<file path="src/logic/pllcs_params.svh">
// Constants for the oscillator calibration and counter sync control block
`ifndef PLLCS_PARAMS_SVH
`define PLLCS_PARAMS_SVH

// Register offsets (10-bit register address space)
`define PLLCS_ADDR_SYNC_DLY   10'h019
`define PLLCS_ADDR_CAL_CTRL   10'h018
`define PLLCS_ADDR_UPDATE     10'h232

// Field positions in the sync and path delay register
`define PLLCS_SYNC_HI         7
`define PLLCS_SYNC_LO         6
`define PLLCS_RDLY_HI         5
`define PLLCS_RDLY_LO         3
`define PLLCS_NDLY_HI         2
`define PLLCS_NDLY_LO         0

// Field positions in the calibration control and update registers
`define PLLCS_CALDIV_HI       2
`define PLLCS_CALDIV_LO       1
`define PLLCS_CAL_BIT         0
`define PLLCS_UPD_BIT         0

// Reset values
`define PLLCS_SYNC_DLY_RST    8'h00
`define PLLCS_CAL_CTRL_RST    8'h06

// Sync pin modes
`define PLLCS_SYNC_NONE       2'h0
`define PLLCS_SYNC_ASYNC      2'h1
`define PLLCS_SYNC_SYNC       2'h2

// Calibration run length in calibration clock ticks
`define PLLCS_CAL_TICKS       16'h0100

`endif

</file>
<file path="src/logic/pllcs_pkg.sv">
// Types for the oscillator calibration and counter sync control block
`default_nettype none
package pllcs_pkg;
    typedef enum logic [1:0] {
        PLLCS_IDLE = 2'h0,
        PLLCS_RUN  = 2'h1,
        PLLCS_DONE = 2'h3
    } pllcs_cal_state_t;
endpackage
`default_nettype wire

</file>
<file path="src/logic/pllcs_ctrl.sv">
// Oscillator calibration trigger, counter sync mode and path delay control
//
// The plain strobed port was decided locally.
`default_nettype none
`include "pllcs_params.svh"
module pllcs_ctrl
    import pllcs_pkg::*;
#(
    parameter int CAL_TICKS = `PLLCS_CAL_TICKS
) (
    input  wire logic       core_clk,
    input  wire logic       rst_b,
    input  wire logic       clk_en,
    input  wire logic [9:0] reg_addr,
    input  wire logic [7:0] reg_wdata,
    input  wire logic       reg_wr,
    input  wire logic       reg_rd,
    output logic      [7:0] reg_rdata,
    input  wire logic       sync_pin_b,
    output logic            cnt_rst_async,
    output logic            cnt_rst_sync,
    output logic      [2:0] ref_path_dly,
    output logic      [2:0] fb_path_dly,
    output logic            cal_busy,
    output logic            cal_valid,
    output logic      [1:0] cal_div_sel
);
    // ------------------------------------------------------------
    // Buffered and active registers
    // ------------------------------------------------------------
    logic [7:0]       sync_buf_q;
    logic [7:0]       sync_act_q;
    logic [7:0]       cal_buf_q;
    logic [7:0]       cal_act_q;
    logic             cal_bit_prev_q;
    logic             update;
    pllcs_cal_state_t state_q;
    logic [15:0]      tick_cnt_q;
    logic             tick;
    logic             sync_q;

    function automatic logic hit(input logic [9:0] a, input logic [9:0] off);
        hit = (a == off);
    endfunction

    assign update = clk_en && reg_wr && hit(reg_addr, `PLLCS_ADDR_UPDATE) && reg_wdata[`PLLCS_UPD_BIT];

    // Software writes land only in the buffered copies
    always_ff @(posedge core_clk or negedge rst_b) begin
        if (!rst_b) begin
            sync_buf_q <= `PLLCS_SYNC_DLY_RST;
            cal_buf_q  <= `PLLCS_CAL_CTRL_RST;
        end else if (clk_en && reg_wr) begin
            if (hit(reg_addr, `PLLCS_ADDR_SYNC_DLY)) begin
                sync_buf_q <= reg_wdata;
            end
            if (hit(reg_addr, `PLLCS_ADDR_CAL_CTRL)) begin
                cal_buf_q <= reg_wdata;
            end
        end
    end

    // Update-all copies every buffered value at once; self clearing
    always_ff @(posedge core_clk or negedge rst_b) begin
        if (!rst_b) begin
            sync_act_q <= `PLLCS_SYNC_DLY_RST;
            cal_act_q  <= `PLLCS_CAL_CTRL_RST;
        end else if (update) begin
            sync_act_q <= sync_buf_q;
            cal_act_q  <= cal_buf_q;
        end
    end

    // Read data one cycle after the strobe; calibration status on update addr
    always_ff @(posedge core_clk or negedge rst_b) begin
        if (!rst_b) begin
            reg_rdata <= 8'h00;
        end else if (clk_en) begin
            reg_rdata <= 8'h00;
            if (reg_rd) begin
                if (hit(reg_addr, `PLLCS_ADDR_SYNC_DLY)) begin
                    reg_rdata <= sync_buf_q;
                end else if (hit(reg_addr, `PLLCS_ADDR_CAL_CTRL)) begin
                    reg_rdata <= cal_buf_q;
                end else if (hit(reg_addr, `PLLCS_ADDR_UPDATE)) begin
                    reg_rdata <= {5'h00, cal_valid, cal_busy, 1'h0};
                end
            end
        end
    end

    // ------------------------------------------------------------
    // Calibration sequencer
    // ------------------------------------------------------------
    assign cal_div_sel = cal_act_q[`PLLCS_CALDIV_HI:`PLLCS_CALDIV_LO];

    pllcs_cal_div u_div (
        .core_clk (core_clk),
        .rst_b    (rst_b),
        .clk_en   (clk_en),
        .run      (state_q == PLLCS_RUN),
        .div_sel  (cal_div_sel),
        .tick     (tick)
    );

    // Previous active bit, for edge detection
    always_ff @(posedge core_clk or negedge rst_b) begin
        if (!rst_b) begin
            cal_bit_prev_q <= 1'b0;
        end else if (clk_en) begin
            cal_bit_prev_q <= cal_act_q[`PLLCS_CAL_BIT];
        end
    end

    // Only a rising edge starts a run; a held 1 never restarts it
    always_ff @(posedge core_clk or negedge rst_b) begin
        if (!rst_b) begin
            state_q    <= PLLCS_IDLE;
            tick_cnt_q <= 16'h0000;
        end else if (clk_en) begin
            if (!cal_act_q[`PLLCS_CAL_BIT]) begin
                state_q    <= PLLCS_IDLE;
                tick_cnt_q <= 16'h0000;
            end else begin
                unique case (state_q)
                    PLLCS_IDLE: begin
                        if (!cal_bit_prev_q) begin
                            state_q    <= PLLCS_RUN;
                            tick_cnt_q <= 16'h0000;
                        end
                    end
                    PLLCS_RUN: begin
                        if (tick) begin
                            if (tick_cnt_q == 16'(CAL_TICKS - 1)) begin
                                state_q <= PLLCS_DONE;
                            end
                            tick_cnt_q <= 16'(tick_cnt_q + 16'h0001);
                        end
                    end
                    PLLCS_DONE: begin
                        state_q <= PLLCS_DONE; // Held until the bit clears
                    end
                    default: begin
                        state_q <= PLLCS_IDLE;
                    end
                endcase
            end
        end
    end

    assign cal_busy  = (state_q == PLLCS_RUN);
    assign cal_valid = (state_q == PLLCS_DONE);

    // ------------------------------------------------------------
    // Counter sync and path delays
    // ------------------------------------------------------------
    // Registered sync pulse for the synchronous mode
    always_ff @(posedge core_clk or negedge rst_b) begin
        if (!rst_b) begin
            sync_q <= 1'b0;
        end else if (clk_en) begin
            sync_q <= !sync_pin_b && (sync_act_q[`PLLCS_SYNC_HI:`PLLCS_SYNC_LO] == `PLLCS_SYNC_SYNC);
        end
    end

    // Async mode passes the pin straight through; modes 00 and 11 ignore it
    assign cnt_rst_async = !sync_pin_b
        && (sync_act_q[`PLLCS_SYNC_HI:`PLLCS_SYNC_LO] == `PLLCS_SYNC_ASYNC);
    assign cnt_rst_sync  = sync_q;
    assign ref_path_dly  = sync_act_q[`PLLCS_RDLY_HI:`PLLCS_RDLY_LO];
    assign fb_path_dly   = sync_act_q[`PLLCS_NDLY_HI:`PLLCS_NDLY_LO];
endmodule
`default_nettype wire

</file>
<file path="src/logic/pllcs_cal_div.sv">
// Calibration clock divider: makes a tick every 2, 4, 8 or 16 reference cycles
`default_nettype none
`include "pllcs_params.svh"
module pllcs_cal_div
    import pllcs_pkg::*;
(
    input  wire logic       core_clk,
    input  wire logic       rst_b,
    input  wire logic       clk_en,
    input  wire logic       run,
    input  wire logic [1:0] div_sel,
    output logic            tick
);
    logic [3:0] cnt_q;
    logic [3:0] last;

    // Terminal count per code; code 3 divides by 16
    always_comb begin
        last = 4'((4'h2 << div_sel) - 4'h1);
    end

    // Counter restarts whenever calibration is not running
    always_ff @(posedge core_clk or negedge rst_b) begin
        if (!rst_b) begin
            cnt_q <= 4'h0;
        end else if (clk_en) begin
            if (!run || cnt_q == last) begin
                cnt_q <= 4'h0;
            end else begin
                cnt_q <= 4'(cnt_q + 4'h1);
            end
        end
    end

    assign tick = run && clk_en && (cnt_q == last);
endmodule
`default_nettype wire

</file>
<file path="config.mk">
export PLATFORM = sky130hd
export DESIGN_NAME = pllcs_ctrl
export DESIGN_NICKNAME = d
export VERILOG_FILES = /design/src/logic/pllcs_pkg.sv /design/src/logic/pllcs_ctrl.sv /design/src/logic/pllcs_cal_div.sv
export VERILOG_INCLUDE_DIRS = /design/src /design/src/logic
export SDC_FILE = /design/constraint.sdc
export NUM_CORES = 1
export LEC_CHECK = 0
export ABC_AREA = 1
export ABC_CLOCK_PERIOD_IN_PS = 4000
export BUFFER_PORTS_ARGS = -buffer_cell sky130_fd_sc_hd__buf_2
export CAP_MARGIN = 5
export CORE_MARGIN = 10
export CORE_UTILIZATION = 30
export CTS_CLUSTER_DIAMETER = 40
export DETAILED_ROUTE_END_ITERATION = 7
export MAX_ROUTING_LAYER = met4
export RECOVER_POWER = 50
export SLEW_MARGIN = 20
export SYNTH_ARGS = -nofsm -noshare
export SYNTH_HDL_FRONTEND = slang
export SYNTH_SLANG_ARGS = --single-unit
</file>
<file path="constraint.sdc">
create_clock -name core_clk -period 4 [get_ports core_clk]
set_input_delay 0.8 -clock core_clk [delete_from_list [all_inputs] [get_ports core_clk]]
set_output_delay 0.8 -clock core_clk [all_outputs]
set_load 0.05 [all_outputs]
</file>
==> impl_metrics.env, run 1 <==
export IMPL_crit_chain="inv_1, nand2_1, clkinv_1, buf_2"
export IMPL_hold_class="reg -> reg"
export IMPL_required_ns=3.20
export IMPL_fp_dieW_um=124.4
export IMPL_die_h_um=124.4
export IMPL_failed_checks="capacitance limit, slew limit"
export IMPL_vdd_ir_drop_max_mv=0.1809
export IMPL_port_buffers=43
export IMPL_insertion_delay_ns=0.34
export IMPL_initial_core_util_pct=30.45
export IMPL_row_count=38
export IMPL_timing_max_slew_rel_slack_pct=-31.74
export IMPL_syn_mean_instance_area_sq_um=7.487
export IMPL_layoutNonFillerInstCount=617
export IMPL_finalClockSkew_ns=0.007721
export IMPL_hold_viol=0
export IMPL_overflow=0
export IMPL_io_pins=44
export IMPL_final_cell_area_sq_um=3784
export IMPL_antenna_found_initial=0
export IMPL_dr_pass1_iters=4
export IMPL_cp_num_buf_inv=3
export IMPL_syn2layout_area_growth_pct=15.64
export IMPL_final_util_pct=35.21
export IMPL_end_kind="output pin"
export IMPL_drc=0
export IMPL_post_route_period_util_pct=64.87
export IMPL_drtIter0Drc=136
export IMPL_dp_cells=601
export IMPL_p_switching_uw=302.9
export IMPL_multi_input_area_sq_um=1448
export IMPL_pwr_share_seq_pct=45.0
export IMPL_cts_tree="yes"
export IMPL_cp_depth=4
export IMPL_rsz0062_at_grt="false"
export IMPL_cts_buffer_depth=2
export IMPL_drtAntennaViolNets=0
export IMPL_layout_common_cells="nand2_1, inv_1, dfrtp_1"
export IMPL_layout_min_cycle_time_ns=2.595
export IMPL_die_area_sq_um=15480
export IMPL_power_leakage_uw=0.001805
export IMPL_p_total_uw=1338
export IMPL_maxCapViolations=1
export IMPL_dp_hpwl_um=5607
export IMPL_cts_resized=0
export IMPL_p_comb_share_pct=4.4
export IMPL_p_sw_share_pct=22.64
export IMPL_arrival_ns=1.79
export IMPL_grt_usage_pct=10.58
export IMPL_p_int_uw=1035
export IMPL_avgRoutedWirePerCell_um=12.38
export IMPL_drv_slew=37
export IMPL_cpPeakStageDelay_ns=0.45
export IMPL_whs_path_depth=2
export IMPL_gp_congestion=0.8341
export IMPL_nFillCells=1155
export IMPL_grt_max_degree=37
export IMPL_hold_buffers=0
export IMPL_cts_root_buffer_cell="clkbuf_8"
export IMPL_yosysUniqueCellTypes=29
export IMPL_htreeDepth=3
export IMPL_yosysWarningCount=0
export IMPL_power_density_nw_per_um2=353.5
export IMPL_insertedDiodeCount=0
export IMPL_synth_seq_cells=59
export IMPL_numCtsBuffers=9
export IMPL_coreArea_sq_um=10750
export IMPL_synth_nets=463
export IMPL_worstSetupPathType="reg -> out"
export IMPL_cts_sinks=59
export IMPL_layout_drive_gt1_share_pct=16.98
export IMPL_post_cts_buffers=0
export IMPL_start_kind="flip-flop"
export IMPL_max_slew_worst_pin_slew_ns=1.976
export IMPL_outcome="finished with violations"
export IMPL_ys_seq_area_share_pct=45.28
export IMPL_critPathMaxFanout=17
export IMPL_syn_inst=437
export IMPL_final_common_cell="nand2_1"
export IMPL_routed_wl_um=7638
export IMPL_cp_slowest_cell="clkinv_1"
export IMPL_vias=2813
export IMPL_dpl_instance_area_sq_um=3545
export IMPL_cp_top_family="buffers and inverters"
export IMPL_layout_nets=498
export IMPL_ff_latch_area_sq_um=1481
export IMPL_finalSetupViolCount=0
export IMPL_reg2reg_depth=5
export IMPL_max_freq_ghz=0.3854
export IMPL_avgViaCountPerCell=4.559
export IMPL_p_clk_share_pct=50.6
export IMPL_setup_tns_final_ns=0
export IMPL_clk_pin_slew_ns=0.07
export IMPL_grt_pass1_vias=2876
export IMPL_grt_pass1_wl_um=13660
export IMPL_syn_cell_area_sq_um=3272
==> path summary, 6_finish.rpt <==
path                            slack, ns                     start                          to
max in group asynchronous            1.72                     rst_b    cal_act_q[1]$_DFFE_PN1P_
worst min register to register       0.48  reg_rdata[2]$_DFFE_PN0P_    reg_rdata[2]$_DFFE_PN0P_
worst max-delay path                 1.41    state_q[1]$_DFFE_PN0P_                    cal_busy
min in group asynchronous            1.01                     rst_b   tick_cnt_q[3]$_DFFE_PN0P_
worst max register to register       1.70  cal_act_q[0]$_DFFE_PN0P_  tick_cnt_q[13]$_DFFE_PN0P_
worst min-delay path                 0.48  reg_rdata[2]$_DFFE_PN0P_    reg_rdata[2]$_DFFE_PN0P_
==> stage by stage <==
stage / worst slack, ns / hold WS [ns]
after floorplan: 1.242 / 0.4437
after global placement: 1.596 / 0.4591
after detailed placement: 1.495 / 0.4592
after CTS: 1.398 / 0.4852
after global routing: 1.285 / 0.4931
final: 1.405 / 0.4846
==> power groups by stage <==
stage,combinational [uW],clock [uW],sequential [uW]
final,58.2,677,602
after global routing,68.2,720,602
after CTS,60.3,695,602
after floorplan,28.1,0,613
after global placement,58.8,0,613
after detailed placement,60.2,0,613
==> cell usage after synthesis (all sizes together) <==
cell type	number	share of area [%]
a21oi	3	0.46
a22oi	1	0.23
buf	14	3.1
clkbuf	6	0.69
clkinv	1	0.11
dfrtp	55	42
dfstp	4	3.2
ha	2	0.76
inv	57	6.5
nand2	139	16
nand3	24	4.4
nand4	21	4.0
nor2	43	5.0
nor3	3	0.80
nor3b	1	0.23
o211ai	2	0.46
o21a	1	0.23
o21ai	51	9.6
o21bai	3	0.69
o31ai	1	0.23
or2	4	0.76
xor2	1	0.27
==> kinds of logic (layout without fill, tap and decap cells) <==
| kind of cell | Yosys count | count (layout) | share of synthesized area, % |
|---|---|---|---|
| fa+ha+maj | 2 | 2 | 0.7647 |
| flops | 59 | 59 | 45.28 |
| xor+xnor | 1 | 1 | 0.2677 |
| compound gates | 62 | 62 | 11.93 |
| simple gates | 235 | 235 | 31.28 |
| buf+inv | 78 | 118 | 10.48 |
==> area by class of cell <==
type	count	area share, %
flip-flops and latches	59	39.15
multi-input cells	300	38.26
inverters	58	5.754
repair buffers	44	5.622
well taps	140	4.630
clock inverters	7	3.307
clock buffers	9	3.274
==> worst min-delay path, delay by kind of cell (launching register included) <==
kind,cells,cell delay (ns)
flops,1,0.35
simple gates,2,0.10
==> sequential cells by signal, indices dropped and copies added (netlist names), 2 cells and up <==
signal and cells:
u_div.cnt_q 4, state_q 2, sync_act_q 8, reg_rdata 8
cal_act_q 3, cal_buf_q 8, tick_cnt_q 16, sync_buf_q 8
==> per-layer routing <==
layer  vias up  global-route usage [%]  wire length (um)
li1       1463                       -                 -
met1      1297                   12.66              3763
met2        48                   16.94              3580
met3         5                   3.362               242
met4         0                   2.536                52
met5         -                       -                 0
Note: power is estimated with default switching activity, not from simulation.
==> inputs of run 2 (changes only) <==
--- a/config.mk
+++ b/config.mk
@@ -7,7 +7,7 @@
 export NUM_CORES = 1
 export LEC_CHECK = 0
 export ABC_AREA = 1
-export ABC_CLOCK_PERIOD_IN_PS = 4000
+export ABC_CLOCK_PERIOD_IN_PS = 2600
 export BUFFER_PORTS_ARGS = -buffer_cell sky130_fd_sc_hd__buf_2
 export CAP_MARGIN = 5
 export CORE_MARGIN = 10
==> constraint.sdc (replaced) <==
create_clock -name core_clk -period 2.6 [get_ports core_clk]
set_input_delay 0.52 -clock core_clk [delete_from_list [all_inputs] [get_ports core_clk]]
set_output_delay 0.52 -clock core_clk [all_outputs]
set_load 0.05 [all_outputs]
==> run 2 against run 1 <==
Net effect:
- the flow still finishes with violations (capacitance limit, slew limit)
- final cell count increased by 0.81%
- first-iteration DRC count decreased by 1.5%
- combinational power increased by 58%
- wire length increased by 2.6%
- sequential cell count unchanged
- largest cell class unchanged
- sequential share of layout area increased by 0.16 points
- largest power group is now sequential cells
==> impl_metrics.env, run 2 (synthesized netlist as in run 1, its figures left out) <==
export IMPL_outcome="finished with violations"
export IMPL_failed_checks="capacitance limit, slew limit"
export IMPL_htreeDepth=3
export IMPL_start_kind="flip-flop"
export IMPL_cts_resized=0
export IMPL_grt_max_degree=32
export IMPL_cp_common_cell="nand2_1"
export IMPL_timing_hold_ws_ns=0.3617
export IMPL_post_cts_buffers=0
export IMPL_worstSetupPathType="reg -> reg"
export IMPL_avgRoutedWirePerCell_um=12.60
export IMPL_clk_pin_slew_ns=0.07
export IMPL_dp_slack_ns=0.5403
export IMPL_vias=2872
export IMPL_dpl_instance_area_sq_um=3590
export IMPL_layout_common_cells="nand2_1, inv_1, dfrtp_1"
export IMPL_final_common_cell="nand2_1"
export IMPL_antenna_found_initial=0
export IMPL_largest_register_ff_count=16
export IMPL_overflow=0
export IMPL_hold_viol=0
export IMPL_max_slew_worst_pin_slew_ns=1.643
export IMPL_critPathMaxFanout=16
export IMPL_cts_tree="yes"
export IMPL_die_h_um=124.4
export IMPL_layout_drive_gt1_share_pct=17.84
export IMPL_numCtsBuffers=9
export IMPL_max_freq_ghz=0.5330
export IMPL_die_area_sq_um=15480
export IMPL_p_clk_share_pct=45.0
export IMPL_cp_top_family="buffers and inverters"
export IMPL_timing_max_slew_rel_slack_pct=-9.522
export IMPL_gp_congestion=0.8608
export IMPL_grt_usage_pct=10.91
export IMPL_routed_wl_um=7837
export IMPL_end_kind="flip-flop"
export IMPL_port_buffers=43
export IMPL_pwr_share_seq_pct=50.0
export IMPL_hold_buffers=0
export IMPL_ff_latch_area_sq_um=1481
export IMPL_hold_class="in -> reg"
export IMPL_required_ns=2.86
export IMPL_fp_dieW_um=124.4
export IMPL_drtIter0Drc=134
export IMPL_cts_sinks=59
export IMPL_dp_hpwl_um=5927
export IMPL_insertion_delay_ns=0.35
export IMPL_arrival_ns=2.14
export IMPL_drtAntennaViolNets=0
export IMPL_io_pins=44
export IMPL_drc=0
export IMPL_cts_root_buffer_cell="clkbuf_8"
export IMPL_vdd_ir_drop_max_mv=0.2359
export IMPL_p_sw_share_pct=23.72
export IMPL_cp_slowest_cell="clkbuf_1"
export IMPL_p_int_uw=1414
export IMPL_power_density_nw_per_um2=491.7
export IMPL_final_cell_area_sq_um=3769
export IMPL_layout_nets=504
export IMPL_p_switching_uw=439.5
export IMPL_maxCapViolations=1
export IMPL_nFillCells=1173
export IMPL_cp_num_buf_inv=3
export IMPL_grt_pass1_wl_um=13920
export IMPL_insertedDiodeCount=0
export IMPL_setup_tns_final_ns=0
export IMPL_initial_core_util_pct=30.45
export IMPL_p_comb_share_pct=5.0
export IMPL_drv_slew=31
export IMPL_rsz0062_at_grt="false"
export IMPL_layout_min_cycle_time_ns=1.876
export IMPL_power_leakage_uw=0.001810
export IMPL_crit_chain="inv_1, nand2_1, clkinv_1, clkbuf_1, nand2_1, nor2_1, nand2_1, o21ai_0"
export IMPL_avgViaCountPerCell=4.617
export IMPL_coreArea_sq_um=10750
export IMPL_finalSetupViolCount=0
export IMPL_row_count=38
export IMPL_post_route_period_util_pct=72.16
export IMPL_regMostFlops="tick_cnt_q"
export IMPL_multi_input_area_sq_um=1448
export IMPL_layout_setup_ws_ns=0.7238
export IMPL_grt_pass1_vias=2884
export IMPL_dr_pass1_iters=4
export IMPL_cpPeakStageDelay_ns=0.63
export IMPL_finalClockSkew_ns=0.008078
export IMPL_syn2layout_area_growth_pct=15.18
export IMPL_cts_buffer_depth=2
==> run 2: changes by cell type in the layout (fill, tap and decap cells not counted), sizes merged <==
cell | previous run | this run
clkbuf | 17 | 19
clkinv | 4 | 3
clkinvlp | 0 | 1
buf | 36 | 42
bufinv | 3 | 1
inv | 58 | 57
==> run 2: power groups by stage <==
stage / logic [uW] / clock network, uW / registers [uW]
after global routing: 108 / 898 / 927
final: 92.1 / 834 / 927
after global placement: 94.7 / 0 / 944
after floorplan: 43.3 / 0 / 943
after detailed placement: 96.2 / 0 / 944
after CTS: 96.9 / 861 / 927
==> run 2: path summary, 6_finish.rpt <==
check | start | endpoint | slack [ns] | cells past startpoint
max | state_q[1]$_DFFE_PN0P_ | u_div.cnt_q[1]$_DFFE_PN0P_ | 0.72 | 8
min | sync_pin_b | cnt_rst_sync$_DFFE_PN0P_ | 0.36 | 2
max reg2reg | state_q[1]$_DFFE_PN0P_ | u_div.cnt_q[1]$_DFFE_PN0P_ | 0.72 | 8
min reg2reg | sync_buf_q[3]$_DFFE_PN0P_ | sync_buf_q[3]$_DFFE_PN0P_ | 0.48 | 2
max in group asynchronous | rst_b | tick_cnt_q[15]$_DFFE_PN0P_ | 0.82 | 2
min in group asynchronous | rst_b | sync_act_q[2]$_DFFE_PN0P_ | 0.58 | 1
==> run 2: metrics by stage <==
step	instances	util (%)	power, uW
3_3_place_gp	607	33.41	1038
3_5_place_dp	607	33.41	1040
4_1_cts	622	35.20	1884
5_1_grt	622	35.07	1933
6_report	622	35.07	1853
2_1_floorplan	437	-	986.5
==> run 2: layout make-up <==
cell class / count / area share, %
Sequential cell: 59 / 39.31
Multi-Input combinational cell: 300 / 38.41
Timing Repair Buffer: 50 / 6.740
Inverter: 58 / 5.777
Tap cell: 140 / 4.648
Clock buffer: 11 / 3.752
Clock inverter: 4 / 1.361
==> run 2: worst register-to-register path: stages (launching register included) <==
cell,delay (ns)
dfrtp_1,0.43
inv_1,0.09
nand2_1,0.07
clkinv_1,0.08
clkbuf_1,0.63
nand2_1,0.21
nor2_1,0.18
nand2_1,0.06
o21ai_0,0.06
==> run 2: layer usage <==
layer / global-route usage, % / wire [um]
met1: 12.71 / 3647
met2: 18.08 / 3844
met3: 2.553 / 256
met4: 3.633 / 89
met5: - / 0
==> inputs of run 3 (changes only) <==
--- a/config.mk
+++ b/config.mk
@@ -7,7 +7,7 @@
 export NUM_CORES = 1
 export LEC_CHECK = 0
 export ABC_AREA = 1
-export ABC_CLOCK_PERIOD_IN_PS = 2600
+export ABC_CLOCK_PERIOD_IN_PS = 1900
 export BUFFER_PORTS_ARGS = -buffer_cell sky130_fd_sc_hd__buf_2
 export CAP_MARGIN = 5
 export CORE_MARGIN = 10
==> constraint.sdc (replaced) <==
create_clock -name core_clk -period 1.9 [get_ports core_clk]
set_input_delay 0.38 -clock core_clk [delete_from_list [all_inputs] [get_ports core_clk]]
set_output_delay 0.38 -clock core_clk [all_outputs]
set_load 0.05 [all_outputs]
==> run 3 against run 2 <==
Net effect:
- the run now ends clean
- global-route usage shrank 0.45 points
- clock-buffer cell count is the same
- clock skew grew 0.0029 ns
- sequential power grew 37%
- largest cell class unchanged
==> impl_metrics.env, run 3 (synthesized netlist as in run 1, its figures left out) <==
export IMPL_start_kind="flip-flop"
export IMPL_drtAntennaViolNets=0
export IMPL_vias=2893
export IMPL_r2r_slack_ns=0.26
export IMPL_grt_pass1_vias=2842
export IMPL_htreeDepth=3
export IMPL_dp_hpwl_um=5936
export IMPL_cts_root_buffer_cell="clkbuf_8"
export IMPL_coreArea_sq_um=10750
export IMPL_cts_resized=0
export IMPL_maxCapViolations=0
export IMPL_drtIter0Drc=205
export IMPL_required_ns=1.52
export IMPL_outcome="completed"
export IMPL_vdd_ir_drop_max_mv=0.3612
export IMPL_multi_input_area_sq_um=1449
export IMPL_cts_tree="yes"
export IMPL_final_util_pct=35.55
export IMPL_nFillCells=1172
export IMPL_finalSetupViolCount=0
export IMPL_io_pins=44
export IMPL_p_comb_share_pct=5.1
export IMPL_timing_max_slew_rel_slack_pct=15.29
export IMPL_p_clk_share_pct=45.6
export IMPL_layout_min_cycle_time_ns=1.714
export IMPL_initial_core_util_pct=30.45
export IMPL_max_freq_ghz=0.5834
export IMPL_layout_nets=508
export IMPL_post_cts_buffers=0
export IMPL_rsz0062_at_grt="false"
export IMPL_power_density_nw_per_um2=674.0
export IMPL_final_common_cell="nand2_1"
export IMPL_final_cell_area_sq_um=3820
export IMPL_routed_wl_um=7883
export IMPL_grt_pass1_wl_um=13510
export IMPL_post_route_period_util_pct=90.22
export IMPL_p_sw_share_pct=24.33
export IMPL_hold_class="in -> reg"
export IMPL_insertion_delay_ns=0.34
export IMPL_p_total_uw=2574
export IMPL_pwr_share_seq_pct=49.3
export IMPL_hold_viol=0
export IMPL_die_h_um=124.4
export IMPL_fp_dieW_um=124.4
export IMPL_p_int_uw=1948
export IMPL_p_switching_uw=626.4
export IMPL_end_kind="output pin"
export IMPL_cts_buffer_depth=2
export IMPL_whs_path_depth=2
export IMPL_row_count=38
export IMPL_numCtsBuffers=9
export IMPL_regMostFlops="tick_cnt_q"
export IMPL_drv_slew=0
export IMPL_largest_register_ff_count=16
export IMPL_grt_usage_pct=10.46
export IMPL_syn2layout_area_growth_pct=16.75
export IMPL_hold_buffers=0
export IMPL_avgViaCountPerCell=4.614
export IMPL_drc=0
export IMPL_port_buffers=43
export IMPL_cts_sinks=59
export IMPL_dr_pass1_iters=5
export IMPL_clk_pin_slew_ns=0.07
export IMPL_power_leakage_uw=0.001824
export IMPL_setup_tns_final_ns=0
export IMPL_layout_drive_gt1_share_pct=18.69
export IMPL_die_area_sq_um=15480
export IMPL_antenna_found_initial=0
export IMPL_max_slew_worst_pin_slew_ns=1.271
export IMPL_gp_congestion=0.8756
export IMPL_ff_latch_area_sq_um=1481
export IMPL_arrival_ns=1.33
export IMPL_layout_common_cells="nand2_1, inv_1, dfrtp_1"
export IMPL_finalClockSkew_ns=0.01096
export IMPL_insertedDiodeCount=0
export IMPL_worstSetupPathType="reg -> out"
export IMPL_reg2reg_depth=8
export IMPL_grt_max_degree=32
export IMPL_critPathMaxFanout=6
export IMPL_dpl_instance_area_sq_um=3650
export IMPL_avgRoutedWirePerCell_um=12.57
export IMPL_overflow=0
-- run 3: changes by cell type in the layout (fill, tap and decap cells not counted), moves of 2 or more --
| cell | before | now |
|---|---|---|
| buf_4 | 5 | 7 |
| clkbuf_1 | 8 | 10 |
| clkinvlp_4 | 1 | 3 |
| buf_2 | 37 | 35 |
-- run 3: final cells by class --
cell class	count	share of cell area, %
clock buffers	11	3.701
clock inverters	5	1.605
inverters	58	5.699
multi-input cells	300	37.93
flip-flops and latches	59	38.78
well taps	140	4.586
repair buffers	54	7.697
-- run 3: final timing paths --
path | to | start
min in group asynchronous | sync_act_q[1]$_DFFE_PN0P_ | rst_b
hold reg to reg | cnt_rst_sync$_DFFE_PN0P_ | cnt_rst_sync$_DFFE_PN0P_
setup reg to reg | tick_cnt_q[7]$_DFFE_PN0P_ | cal_act_q[2]$_DFFE_PN1P_
hold / removal | cnt_rst_sync$_DFFE_PN0P_ | sync_pin_b
max in group asynchronous | cal_buf_q[1]$_DFFE_PN1P_ | rst_b
setup / recovery | cal_busy | state_q[1]$_DFFE_PN0P_
-- run 3: layer usage --
metal / part of all wire (%) / vias to the layer above / wire [um] / track usage, %
li1: - / 1481 / - / -
met1: 48 / 1335 / 3792 / 12.75
met2: 47 / 75 / 3729 / 16.63
met3: 4.3 / 2 / 340 / 3.106
met4: 0.25 / 0 / 20 / 2.467
met5: 0 / - / 0 / -
-- run 3: per-stage QoR --
step	std cells	setup WS [ns]	hold slack (ns)
2_1_floorplan	437	0.2253	0.08441
3_3_place_gp	611	0.1491	0.4172
3_5_place_dp	611	0.08879	0.4119
4_1_cts	627	0.07470	0.03989
5_1_grt	627	0.05193	0.2633
6_report	627	0.1858	0.2526
-- run 3: power groups by stage --
| stage | clock network (uW) | logic, uW | registers [uW] |
|---|---|---|---|
| after global placement | 0 | 140 | 1290 |
| after floorplan | 0 | 59.2 | 1290 |
| after global routing | 1260 | 151 | 1270 |
| after detailed placement | 0 | 143 | 1290 |
| final | 1180 | 132 | 1270 |
| after CTS | 1210 | 143 | 1270 |
-- run 3: worst max-delay path, cell delays in order, from the launching register on --
cell and delay, ns:
dfrtp_1 0.43, inv_1 0.09, nand2_1 0.09, inv_2 0.14, clkbuf_4 0.25
